### config.mk
export PLATFORM = sky130hd
export DESIGN_NAME = csp_clock_ctrl
export DESIGN_NICKNAME = d
export VERILOG_FILES = /design/src/hdl/csp_pkg.sv /design/src/hdl/csp_clock_ctrl.sv
export SDC_FILE = /design/constraint.sdc
export NUM_CORES = 1
export LEC_CHECK = 0
export BUFFER_PORTS_ARGS = -buffer_cell sky130_fd_sc_hd__buf_2
export CAP_MARGIN = 10
export CORE_ASPECT_RATIO = 0.6
export CORE_UTILIZATION = 57
export CTS_CLUSTER_DIAMETER = 100
export DETAILED_ROUTE_END_ITERATION = 10
export HOLD_SLACK_MARGIN = 0.08
export PLACE_DENSITY_LB_ADDON = 0.15
export SYNTH_ARGS = -nofsm -noshare
export SYNTH_HDL_FRONTEND = slang
export SYNTH_SLANG_ARGS = --single-unit
### constraint.sdc
create_clock -name clock -period 2.6 [get_ports clock]
set_input_delay 0.78 -clock clock [delete_from_list [all_inputs] [get_ports clock]]
set_output_delay 0.78 -clock clock [all_outputs]
set_load 0.01 [all_outputs]
### src/hdl/csp_pkg.sv
package csp_pkg;

    // ------------------------------------------------------------
    // timing
    // ------------------------------------------------------------
    localparam int CLK_PERIOD_NS = 100;
    // quiet time around a mux change, so no short pulse reaches the core
    localparam int SW_GAP_NS = 300;
    localparam int SW_GAP_CYC = (SW_GAP_NS + CLK_PERIOD_NS - 1) / CLK_PERIOD_NS;
    localparam int IRC_NOMINAL_HZ = 4000000;

    // ------------------------------------------------------------
    // field widths and encodings
    // ------------------------------------------------------------
    localparam int N_W = 8;
    localparam int M_W = 15;
    localparam int CPU_DIV_W = 8;
    localparam int USB_DIV_W = 4;
    localparam int PDIV_CNT_W = 3;

    localparam logic [1:0] SRC_IRC = 2'h0;
    localparam logic [1:0] SRC_MAIN = 2'h1;
    localparam logic [1:0] SRC_RTC = 2'h2;
    localparam logic [1:0] SRC_BAD = 2'h3;

    localparam logic [1:0] WD_IRC = 2'h0;
    localparam logic [1:0] WD_RTC = 2'h1;
    localparam logic [1:0] WD_PCLK = 2'h2;

    localparam logic [1:0] PDIV_4 = 2'h0;
    localparam logic [1:0] PDIV_1 = 2'h1;
    localparam logic [1:0] PDIV_2 = 2'h2;
    localparam logic [1:0] PDIV_8 = 2'h3;

    // ------------------------------------------------------------
    // reset values
    // ------------------------------------------------------------
    localparam logic [N_W-1:0] RST_N_M1 = 8'h00;
    localparam logic [M_W-1:0] RST_M_M1 = 15'h0000;
    localparam logic [CPU_DIV_W-1:0] RST_CPU_DIV = 8'h00;
    localparam logic [USB_DIV_W-1:0] RST_USB_DIV = 4'h0;

    typedef enum logic [1:0] {
        CSP_RUN = 2'b00,
        CSP_GATE = 2'b01,
        CSP_SWAP = 2'b10,
        CSP_OPEN = 2'b11
    } csp_sw_e;

    typedef struct packed {
        logic [1:0] src_sel;
        logic [N_W-1:0] pre_div_m1;
        logic [M_W-1:0] mult_m1;
        logic pll_enable;
        logic pll_connect;
        logic [CPU_DIV_W-1:0] cpu_div;
        logic [USB_DIV_W-1:0] usb_div;
        logic [1:0] wd_sel;
    } csp_cfg_s;

    typedef struct packed {
        logic [1:0] src;
        logic pll_path;
    } csp_mux_s;

endpackage : csp_pkg

### src/hdl/csp_clock_ctrl.sv
// Behaviour
// - reset selects internal RC oscillator, 4 MHz
// - software picks any of three oscillators
// - pll input pre-divider from 1 to 256
// - feedback divider multiplies from 1 to 32768
// - pll off and bypassed on reset, power-down
// - pll enabled only by software write
// - cpu clock is pll input unless connected
// - each peripheral has its own clock divider
// - main oscillator drives cpu, direct or pll
// - main oscillator is usb pll reference
// - internal RC selectable as watchdog clock
// - rtc oscillator reaches rtc, pll, cpu
// - usb pll off: usb from main pll
// - deep-sleep: pll off, cpu/usb dividers cleared
`timescale 1ns/1ps

module csp_clock_ctrl #(
    parameter int N_PERIPH = 4,
    parameter int SW_GAP = csp_pkg::SW_GAP_CYC
) (
    input wire logic clock,
    input wire logic rst_n,
    input wire logic cfg_wr,
    input wire csp_pkg::csp_cfg_s cfg,
    input wire logic [2*N_PERIPH-1:0] periph_div,
    input wire logic power_down,
    input wire logic deep_sleep,
    input wire logic usb_pll_enable,
    input wire logic osc_irc_pin,
    input wire logic osc_main_pin,
    input wire logic osc_rtc_pin,
    input wire logic cco_pin,
    input wire logic pll_lock_pin,
    output logic main_pll_power,
    output logic pll_locked,
    output logic pll_connected,
    output logic [csp_pkg::N_W-1:0] pll_n_value,
    output logic [csp_pkg::M_W-1:0] pll_m_value,
    output logic pll_ref_pulse,
    output logic pll_fb_pulse,
    output csp_pkg::csp_mux_s cpu_mux,
    output logic cpu_clk_gate,
    output logic switch_busy,
    output logic cpu_tick,
    output logic [N_PERIPH-1:0] periph_tick,
    output logic usb_tick,
    output logic usb_clk_from_usb_pll,
    output logic usb_pll_ref_pulse,
    output logic [1:0] watchdog_clock_sel,
    output logic rtc_clk_pulse
);

    initial begin
        if (N_PERIPH < 1 || SW_GAP < 1 || SW_GAP > 255) begin
            $error("csp_clock_ctrl: bad parameter");
        end
    end

    // ------------------------------------------------------------
    // pin synchronisers and edge detect
    // ------------------------------------------------------------
    // bit order: 0 irc, 1 main, 2 rtc, 3 cco, 4 lock
    logic [4:0] s1_reg, s2_reg, s3_reg;
    logic [4:0] s1_next, s2_next, s3_next;
    logic [3:0] edge_w;

    always_comb begin
        s1_next = {pll_lock_pin, cco_pin, osc_rtc_pin, osc_main_pin,
                   osc_irc_pin};
        s2_next = s1_reg;
        s3_next = s2_reg;
    end

    always_ff @(posedge clock) begin
        if (!rst_n) begin
            s1_reg <= 5'h00;
            s2_reg <= 5'h00;
            s3_reg <= 5'h00;
        end else begin
            s1_reg <= s1_next;
            s2_reg <= s2_next;
            s3_reg <= s3_next;
        end
    end

    assign edge_w = s2_reg[3:0] & ~s3_reg[3:0];

    // ------------------------------------------------------------
    // configuration and pll sequencing
    // ------------------------------------------------------------
    logic [1:0] src_reg, src_next;
    logic [csp_pkg::N_W-1:0] n_reg, n_next;
    logic [csp_pkg::M_W-1:0] m_reg, m_next;
    logic en_reg, en_next;
    logic con_reg, con_next;
    logic [csp_pkg::CPU_DIV_W-1:0] cdiv_reg, cdiv_next;
    logic [csp_pkg::USB_DIV_W-1:0] udiv_reg, udiv_next;
    logic [1:0] wd_reg, wd_next;
    logic locked_w;

    assign locked_w = s2_reg[4];

    always_comb begin
        src_next = src_reg;
        n_next = n_reg;
        m_next = m_reg;
        en_next = en_reg;
        con_next = con_reg;
        cdiv_next = cdiv_reg;
        udiv_next = udiv_reg;
        wd_next = wd_reg;
        if (cfg_wr) begin
            // an unused source code keeps the old choice
            if (cfg.src_sel != csp_pkg::SRC_BAD) begin
                src_next = cfg.src_sel;
            end
            n_next = cfg.pre_div_m1;
            m_next = cfg.mult_m1;
            en_next = cfg.pll_enable;
            con_next = cfg.pll_connect && cfg.pll_enable && en_reg
                       && locked_w;
            cdiv_next = cfg.cpu_div;
            udiv_next = cfg.usb_div;
            if (cfg.wd_sel != csp_pkg::SRC_BAD) begin
                wd_next = cfg.wd_sel;
            end
        end
        // losing lock drops the pll path back to bypass
        if (!locked_w) begin
            con_next = 1'b0;
        end
        if (power_down || deep_sleep) begin
            en_next = 1'b0;
            con_next = 1'b0;
        end
        if (deep_sleep) begin
            cdiv_next = csp_pkg::RST_CPU_DIV;
            udiv_next = csp_pkg::RST_USB_DIV;
        end
    end

    always_ff @(posedge clock) begin
        if (!rst_n) begin
            src_reg <= csp_pkg::SRC_IRC;
            n_reg <= csp_pkg::RST_N_M1;
            m_reg <= csp_pkg::RST_M_M1;
            en_reg <= 1'b0;
            con_reg <= 1'b0;
            cdiv_reg <= csp_pkg::RST_CPU_DIV;
            udiv_reg <= csp_pkg::RST_USB_DIV;
            wd_reg <= csp_pkg::WD_IRC;
        end else begin
            src_reg <= src_next;
            n_reg <= n_next;
            m_reg <= m_next;
            en_reg <= en_next;
            con_reg <= con_next;
            cdiv_reg <= cdiv_next;
            udiv_reg <= udiv_next;
            wd_reg <= wd_next;
        end
    end

    // ------------------------------------------------------------
    // glitch-free switch of the cpu clock mux
    // ------------------------------------------------------------
    // the gate closes, the mux moves, the gate reopens; a mux move
    // never happens with the gate open
    csp_pkg::csp_sw_e sw_reg, sw_next;
    csp_pkg::csp_mux_s mux_reg, mux_next;
    logic [7:0] gap_reg, gap_next;
    logic gate_reg, gate_next;
    csp_pkg::csp_mux_s want_w;

    assign want_w = '{src: src_reg, pll_path: con_reg};

    always_comb begin
        sw_next = sw_reg;
        mux_next = mux_reg;
        gap_next = gap_reg;
        gate_next = gate_reg;
        case (sw_reg)
            csp_pkg::CSP_RUN: begin
                if (want_w != mux_reg) begin
                    gate_next = 1'b0;
                    gap_next = 8'(SW_GAP);
                    sw_next = csp_pkg::CSP_GATE;
                end
            end
            csp_pkg::CSP_GATE: begin
                if (gap_reg <= 8'h01) begin
                    mux_next = want_w;
                    gap_next = 8'(SW_GAP);
                    sw_next = csp_pkg::CSP_SWAP;
                end else begin
                    gap_next = gap_reg - 8'h01;
                end
            end
            csp_pkg::CSP_SWAP: begin
                if (gap_reg <= 8'h01) begin
                    gate_next = 1'b1;
                    sw_next = csp_pkg::CSP_OPEN;
                end else begin
                    gap_next = gap_reg - 8'h01;
                end
            end
            default: begin
                sw_next = csp_pkg::CSP_RUN;
            end
        endcase
    end

    always_ff @(posedge clock) begin
        if (!rst_n) begin
            sw_reg <= csp_pkg::CSP_RUN;
            mux_reg <= '{src: csp_pkg::SRC_IRC, pll_path: 1'b0};
            gap_reg <= 8'h00;
            gate_reg <= 1'b1;
        end else begin
            sw_reg <= sw_next;
            mux_reg <= mux_next;
            gap_reg <= gap_next;
            gate_reg <= gate_next;
        end
    end

    // ------------------------------------------------------------
    // pre-divider, feedback divider, cpu and usb dividers
    // ------------------------------------------------------------
    logic [csp_pkg::N_W-1:0] ncnt_reg, ncnt_next;
    logic [csp_pkg::M_W-1:0] mcnt_reg, mcnt_next;
    logic [csp_pkg::CPU_DIV_W-1:0] ccnt_reg, ccnt_next;
    logic [csp_pkg::USB_DIV_W-1:0] ucnt_reg, ucnt_next;
    logic ref_reg, ref_next, fb_reg, fb_next;
    logic ctick_reg, ctick_next, utick_reg, utick_next;
    logic src_edge_w, cpu_edge_w;

    // irc, main or rtc edge, whichever feeds the pll input
    assign src_edge_w = (src_reg == csp_pkg::SRC_MAIN) ? edge_w[1] :
                        (src_reg == csp_pkg::SRC_RTC) ? edge_w[2] :
                        edge_w[0];
    assign cpu_edge_w = mux_reg.pll_path ? edge_w[3] :
                        (mux_reg.src == csp_pkg::SRC_MAIN) ? edge_w[1] :
                        (mux_reg.src == csp_pkg::SRC_RTC) ? edge_w[2] :
                        edge_w[0];

    always_comb begin
        ncnt_next = ncnt_reg;
        mcnt_next = mcnt_reg;
        ccnt_next = ccnt_reg;
        ucnt_next = ucnt_reg;
        ref_next = 1'b0;
        fb_next = 1'b0;
        ctick_next = 1'b0;
        utick_next = 1'b0;
        if (!en_reg) begin
            ncnt_next = '0;
            mcnt_next = '0;
        end else begin
            if (src_edge_w) begin
                if (ncnt_reg >= n_reg) begin
                    ncnt_next = '0;
                    ref_next = 1'b1;
                end else begin
                    ncnt_next = ncnt_reg + 1'b1;
                end
            end
            if (edge_w[3]) begin
                if (mcnt_reg >= m_reg) begin
                    mcnt_next = '0;
                    fb_next = 1'b1;
                end else begin
                    mcnt_next = mcnt_reg + 1'b1;
                end
            end
        end
        // a cleared divider stops the clock; the gate also holds it
        if (cpu_edge_w && gate_reg && cdiv_reg != '0) begin
            if (ccnt_reg >= cdiv_reg) begin
                ccnt_next = '0;
                ctick_next = 1'b1;
            end else begin
                ccnt_next = ccnt_reg + 1'b1;
            end
        end
        if (edge_w[3] && en_reg && !usb_pll_enable && udiv_reg != '0) begin
            if (ucnt_reg >= udiv_reg) begin
                ucnt_next = '0;
                utick_next = 1'b1;
            end else begin
                ucnt_next = ucnt_reg + 1'b1;
            end
        end
    end

    always_ff @(posedge clock) begin
        if (!rst_n) begin
            ncnt_reg <= '0;
            mcnt_reg <= '0;
            ccnt_reg <= '0;
            ucnt_reg <= '0;
            ref_reg <= 1'b0;
            fb_reg <= 1'b0;
            ctick_reg <= 1'b0;
            utick_reg <= 1'b0;
        end else begin
            ncnt_reg <= ncnt_next;
            mcnt_reg <= mcnt_next;
            ccnt_reg <= ccnt_next;
            ucnt_reg <= ucnt_next;
            ref_reg <= ref_next;
            fb_reg <= fb_next;
            ctick_reg <= ctick_next;
            utick_reg <= utick_next;
        end
    end

    // ------------------------------------------------------------
    // per-peripheral dividers
    // ------------------------------------------------------------
    for (genvar g = 0; g < N_PERIPH; g++) begin : g_periph
        logic [csp_pkg::PDIV_CNT_W-1:0] pc_reg, pc_next, lim_w;
        logic pt_reg, pt_next;
        always_comb begin
            case (periph_div[2*g +: 2])
                csp_pkg::PDIV_1: lim_w = 3'h0;
                csp_pkg::PDIV_2: lim_w = 3'h1;
                csp_pkg::PDIV_8: lim_w = 3'h7;
                default: lim_w = 3'h3;
            endcase
            pc_next = pc_reg;
            pt_next = 1'b0;
            if (ctick_reg) begin
                if (pc_reg >= lim_w) begin
                    pc_next = '0;
                    pt_next = 1'b1;
                end else begin
                    pc_next = pc_reg + 1'b1;
                end
            end
        end
        always_ff @(posedge clock) begin
            if (!rst_n) begin
                pc_reg <= '0;
                pt_reg <= 1'b0;
            end else begin
                pc_reg <= pc_next;
                pt_reg <= pt_next;
            end
        end
        assign periph_tick[g] = pt_reg;
    end

    // ------------------------------------------------------------
    // routing and outputs
    // ------------------------------------------------------------
    logic usbsel_reg, usbref_reg, rtcp_reg;

    always_ff @(posedge clock) begin
        if (!rst_n) begin
            usbsel_reg <= 1'b0;
            usbref_reg <= 1'b0;
            rtcp_reg <= 1'b0;
        end else begin
            usbsel_reg <= usb_pll_enable;
            usbref_reg <= edge_w[1];
            rtcp_reg <= edge_w[2];
        end
    end

    assign main_pll_power = en_reg;
    assign pll_locked = locked_w && en_reg;
    assign pll_connected = mux_reg.pll_path;
    assign pll_n_value = n_reg;
    assign pll_m_value = m_reg;
    assign pll_ref_pulse = ref_reg;
    assign pll_fb_pulse = fb_reg;
    assign cpu_mux = mux_reg;
    assign cpu_clk_gate = gate_reg;
    assign switch_busy = (sw_reg != csp_pkg::CSP_RUN);
    assign cpu_tick = ctick_reg;
    assign usb_tick = utick_reg;
    assign usb_clk_from_usb_pll = usbsel_reg;
    assign usb_pll_ref_pulse = usbref_reg;
    assign watchdog_clock_sel = wd_reg;
    assign rtc_clk_pulse = rtcp_reg;

endmodule : csp_clock_ctrl

==> summary.md <==
| Metric | Value |
|---|---|
| Status | finished, final reports clean |
| Synth Register Bits | 127 |
| Commonest non-fill, non-tap cell in the layout | dfxtp_1 |
| Gpl congestion | 0.807 |
| Final core utilization | 0.702 |
| Asr flop ratio synth | 0 |
| Initial antenna violation count | 0 |
| Syn_nets | 879 |
| CTS Buf Count | 17 |
| Via density | 5.48 |
| CP Capture Type | flip-flop |
| Critical path data arrival time | 2540 ps |
| Post-CTS setup buffers | 0 |
| Cell total after placement | 993 |
| Pwr dens | 709 nW/um^2 |
| MaxCap Viol Count | 0 |
| Post-place instance area | 7310 um^2 |
| GRT overflow | 0 |
| Setup_tns | 0 ps |
| Routed Antenna Nets | 0 |
| Starting Density | 0.586 |
| Max Clock Freq | 446 MHz |
| DR pass1 iterations | 5 |
| First-pass GRT wire length | 25.5 mm |
| First DRT Iteration DRCs | 322 |
| Synthesized area per cell | 8.86 um^2 |
| Most frequent cells in the layout | dfxtp_1, buf_2, nor2_1, inv_1, ha_1 |
| Pleak | 3.48 nW |
| Fin crit period | 2240 ps |
| Max Slew Vio Count | 0 |
| Die height | 85.6 um |
| Yosys warnings | 0 |
| Root Buffer | clkbuf_16 |
| Worst-margin pin slew | 705 ps |
| Final setup skew | 6.97 ps |
| Clk Latency, worst-skew pair | 410 ps |
| Num Clock Sinks | 127 |
| DIE WIDTH | 141 um |
| Pin count of the biggest net entering global routing | 44 |
| Hold path start | s3_reg[1] |
| Synth Cell Area | 6640 um^2 |
| Number of synthesized flops with an enable pin | 0 |
| H-tree depth | 4 |
| CTS tree | built |
| Primary FF master, synth | dfxtp_1 |
| Post-Syn Instances | 750 |
| Core footprint | 11300 um^2 |
| Max IR drop VDD | 0.486 mV |
| Netlist cell types | 60 |
| Clock Path Buffers | 2 |
| DRC | 0 |
| WHS Endpoint | usb_pll_ref_pulse |
| RSZ-0062 raised after global routing | no |
| Crit Path Class | flip-flop to flip-flop |
| Final setup viols | 0 |
| IO Pins | 104 |
| Synth-to-layout area growth | 19.8% |
| DR WL/cell | 15.0 um |
| Worst-path clk slew | 60 ps |
| Non-Filler Instances | 1026 |
| Reg2Reg Depth | 7 |
| CP startpoint kind | flip-flop |
| Vias in the first global route | 5511 |
| Crit-path max FO | 13 |
| GR Util All Layers | 0.265 |
| Layout cell share with drive strength beyond 1 | 0.189 |
| Period utilization | 0.861 |
| Hold-fix buffers, CTS | 0 |
| Cell Rows | 30 |
| R2R Setup Slk | 360 ps |
| Via count | 5625 |
| Worst Hold Class | flip-flop to flip-flop |
| Hold path cells | 1 |
| Total Nets Final | 982 |
| Rel. slew slack | 0.527 |
| Post-Route WL | 15.4 mm |
| RR Endpoint | ccnt_reg[6] |
| FF-to-FF Start | cdiv_reg[3] |
| I/O Buffers | 103 |
| Hold Vio Cnt, Final | 0 |
| Post-route cell area | 7960 um^2 |
| HPWL after DPL | 11.1 mm |
| N_diodes | 0 |
| Worst Setup SP | cdiv_reg[3] |
| CTS resizes | 0 |
| WHS | 409 ps |
| CP required | 2900 ps |
| Die Area | 12100 um^2 |
| Register area share after synthesis | 0.383 |
-- cell usage after synthesis, types with 3 or more instances --
library cell / number / area (um^2)
or2_2: 5 / 31.3
nor3_1: 15 / 75.1
xnor2_1: 19 / 166
o22ai_1: 10 / 62.6
or3_1: 5 / 31.3
o211ai_1: 11 / 82.6
inv_1: 70 / 263
nand4_1: 18 / 113
o221ai_1: 3 / 26.3
clkbuf_1: 15 / 56.3
buf_1: 5 / 18.8
nor2b_1: 7 / 43.8
o21ai_0: 12 / 60.1
nand2_1: 55 / 206
a21o_1: 9 / 67.6
a211oi_1: 15 / 113
nor4b_1: 3 / 26.3
nor3b_1: 3 / 22.5
a31oi_1: 3 / 18.8
and2_1: 20 / 125
nand3b_1: 5 / 37.5
xor2_1: 8 / 70.1
nor4_1: 8 / 50.1
and3_1: 4 / 25.0
a21oi_1: 30 / 150
buf_4: 5 / 37.5
or4_1: 4 / 30.0
buf_2: 6 / 30.0
nor2_1: 78 / 293
nand2b_1: 13 / 81.3
mux2i_1: 42 / 420
dfxtp_1: 127 / 2540
o21a_1: 4 / 30.0
nand3_1: 14 / 70.1
ha_1: 69 / 863
-- power by group --
| group | leakage [nW] | internal [mW] | switching (mW) |
|---|---|---|---|
| registers | 1.03 | 2.03 | 0.0851 |
| clock network | 0.305 | 1.66 | 0.874 |
| logic | 2.14 | 0.390 | 0.607 |
| total | 3.48 | 4.08 | 1.57 |
-- worst max-delay path, cell delays in order (launching register included) --
cell and delay, ps:
dfxtp_1 370, inv_1 60, ha_1 210, or4_1 460, a21oi_1 130, o31a_1 460, nand3_1 170, o221ai_1 270
-- cell type report --
cell class | count | area (um^2)
Timing Repair Buffer | 115 | 618
Inverter | 70 | 263
Multi-Input combinational cell | 522 | 3700
Sequential cell | 127 | 2540
Clock inverter | 13 | 188
Clock buffer | 19 | 453
Tap cell | 160 | 200
Fill cell | 892 | 3380
-- metal layers --
metal,GRT usage,vias up,routed length [um]
met5,0,-,0
met3,0.0648,22,785
met4,0.0909,0,163
met2,0.434,150,7150
met1,0.343,2636,7280
li1,-,2817,-
-- kinds of logic after synthesis --
kind of cell	after synthesis	share of synthesized area
AOI/OAI and AO/OA	122	0.128
adders and majority gates	69	0.130
and+or+nand+nor	262	0.199
muxes	42	0.0633
xor gates and xnor gates	27	0.0356
DFF	127	0.383
buffers and inverters	101	0.0610
-- how the worst max path moves through the flow --
stage / end / slack (ps) / cells past startpoint
2_1_floorplan: pll_m_value[5] / 610 / 4
3_3_place_gp: g_periph[3].pc_reg[2] / 470 / 10
3_5_place_dp: g_periph[1].pc_reg[2] / 350 / 10
4_1_cts: mcnt_reg[0] / 320 / 6
5_1_grt: ccnt_reg[6] / 180 / 7
6_report: ccnt_reg[6] / 360 / 7
-- through the flow --
step | worst slack, ps | power [mW]
after global placement | 470 | 3.08
final | 360 | 5.65
after floorplan | 608 | 2.84
after CTS | 320 | 5.68
after global routing | 176 | 5.90
after detailed placement | 348 | 3.13
Power figures use the tool's default switching activity.
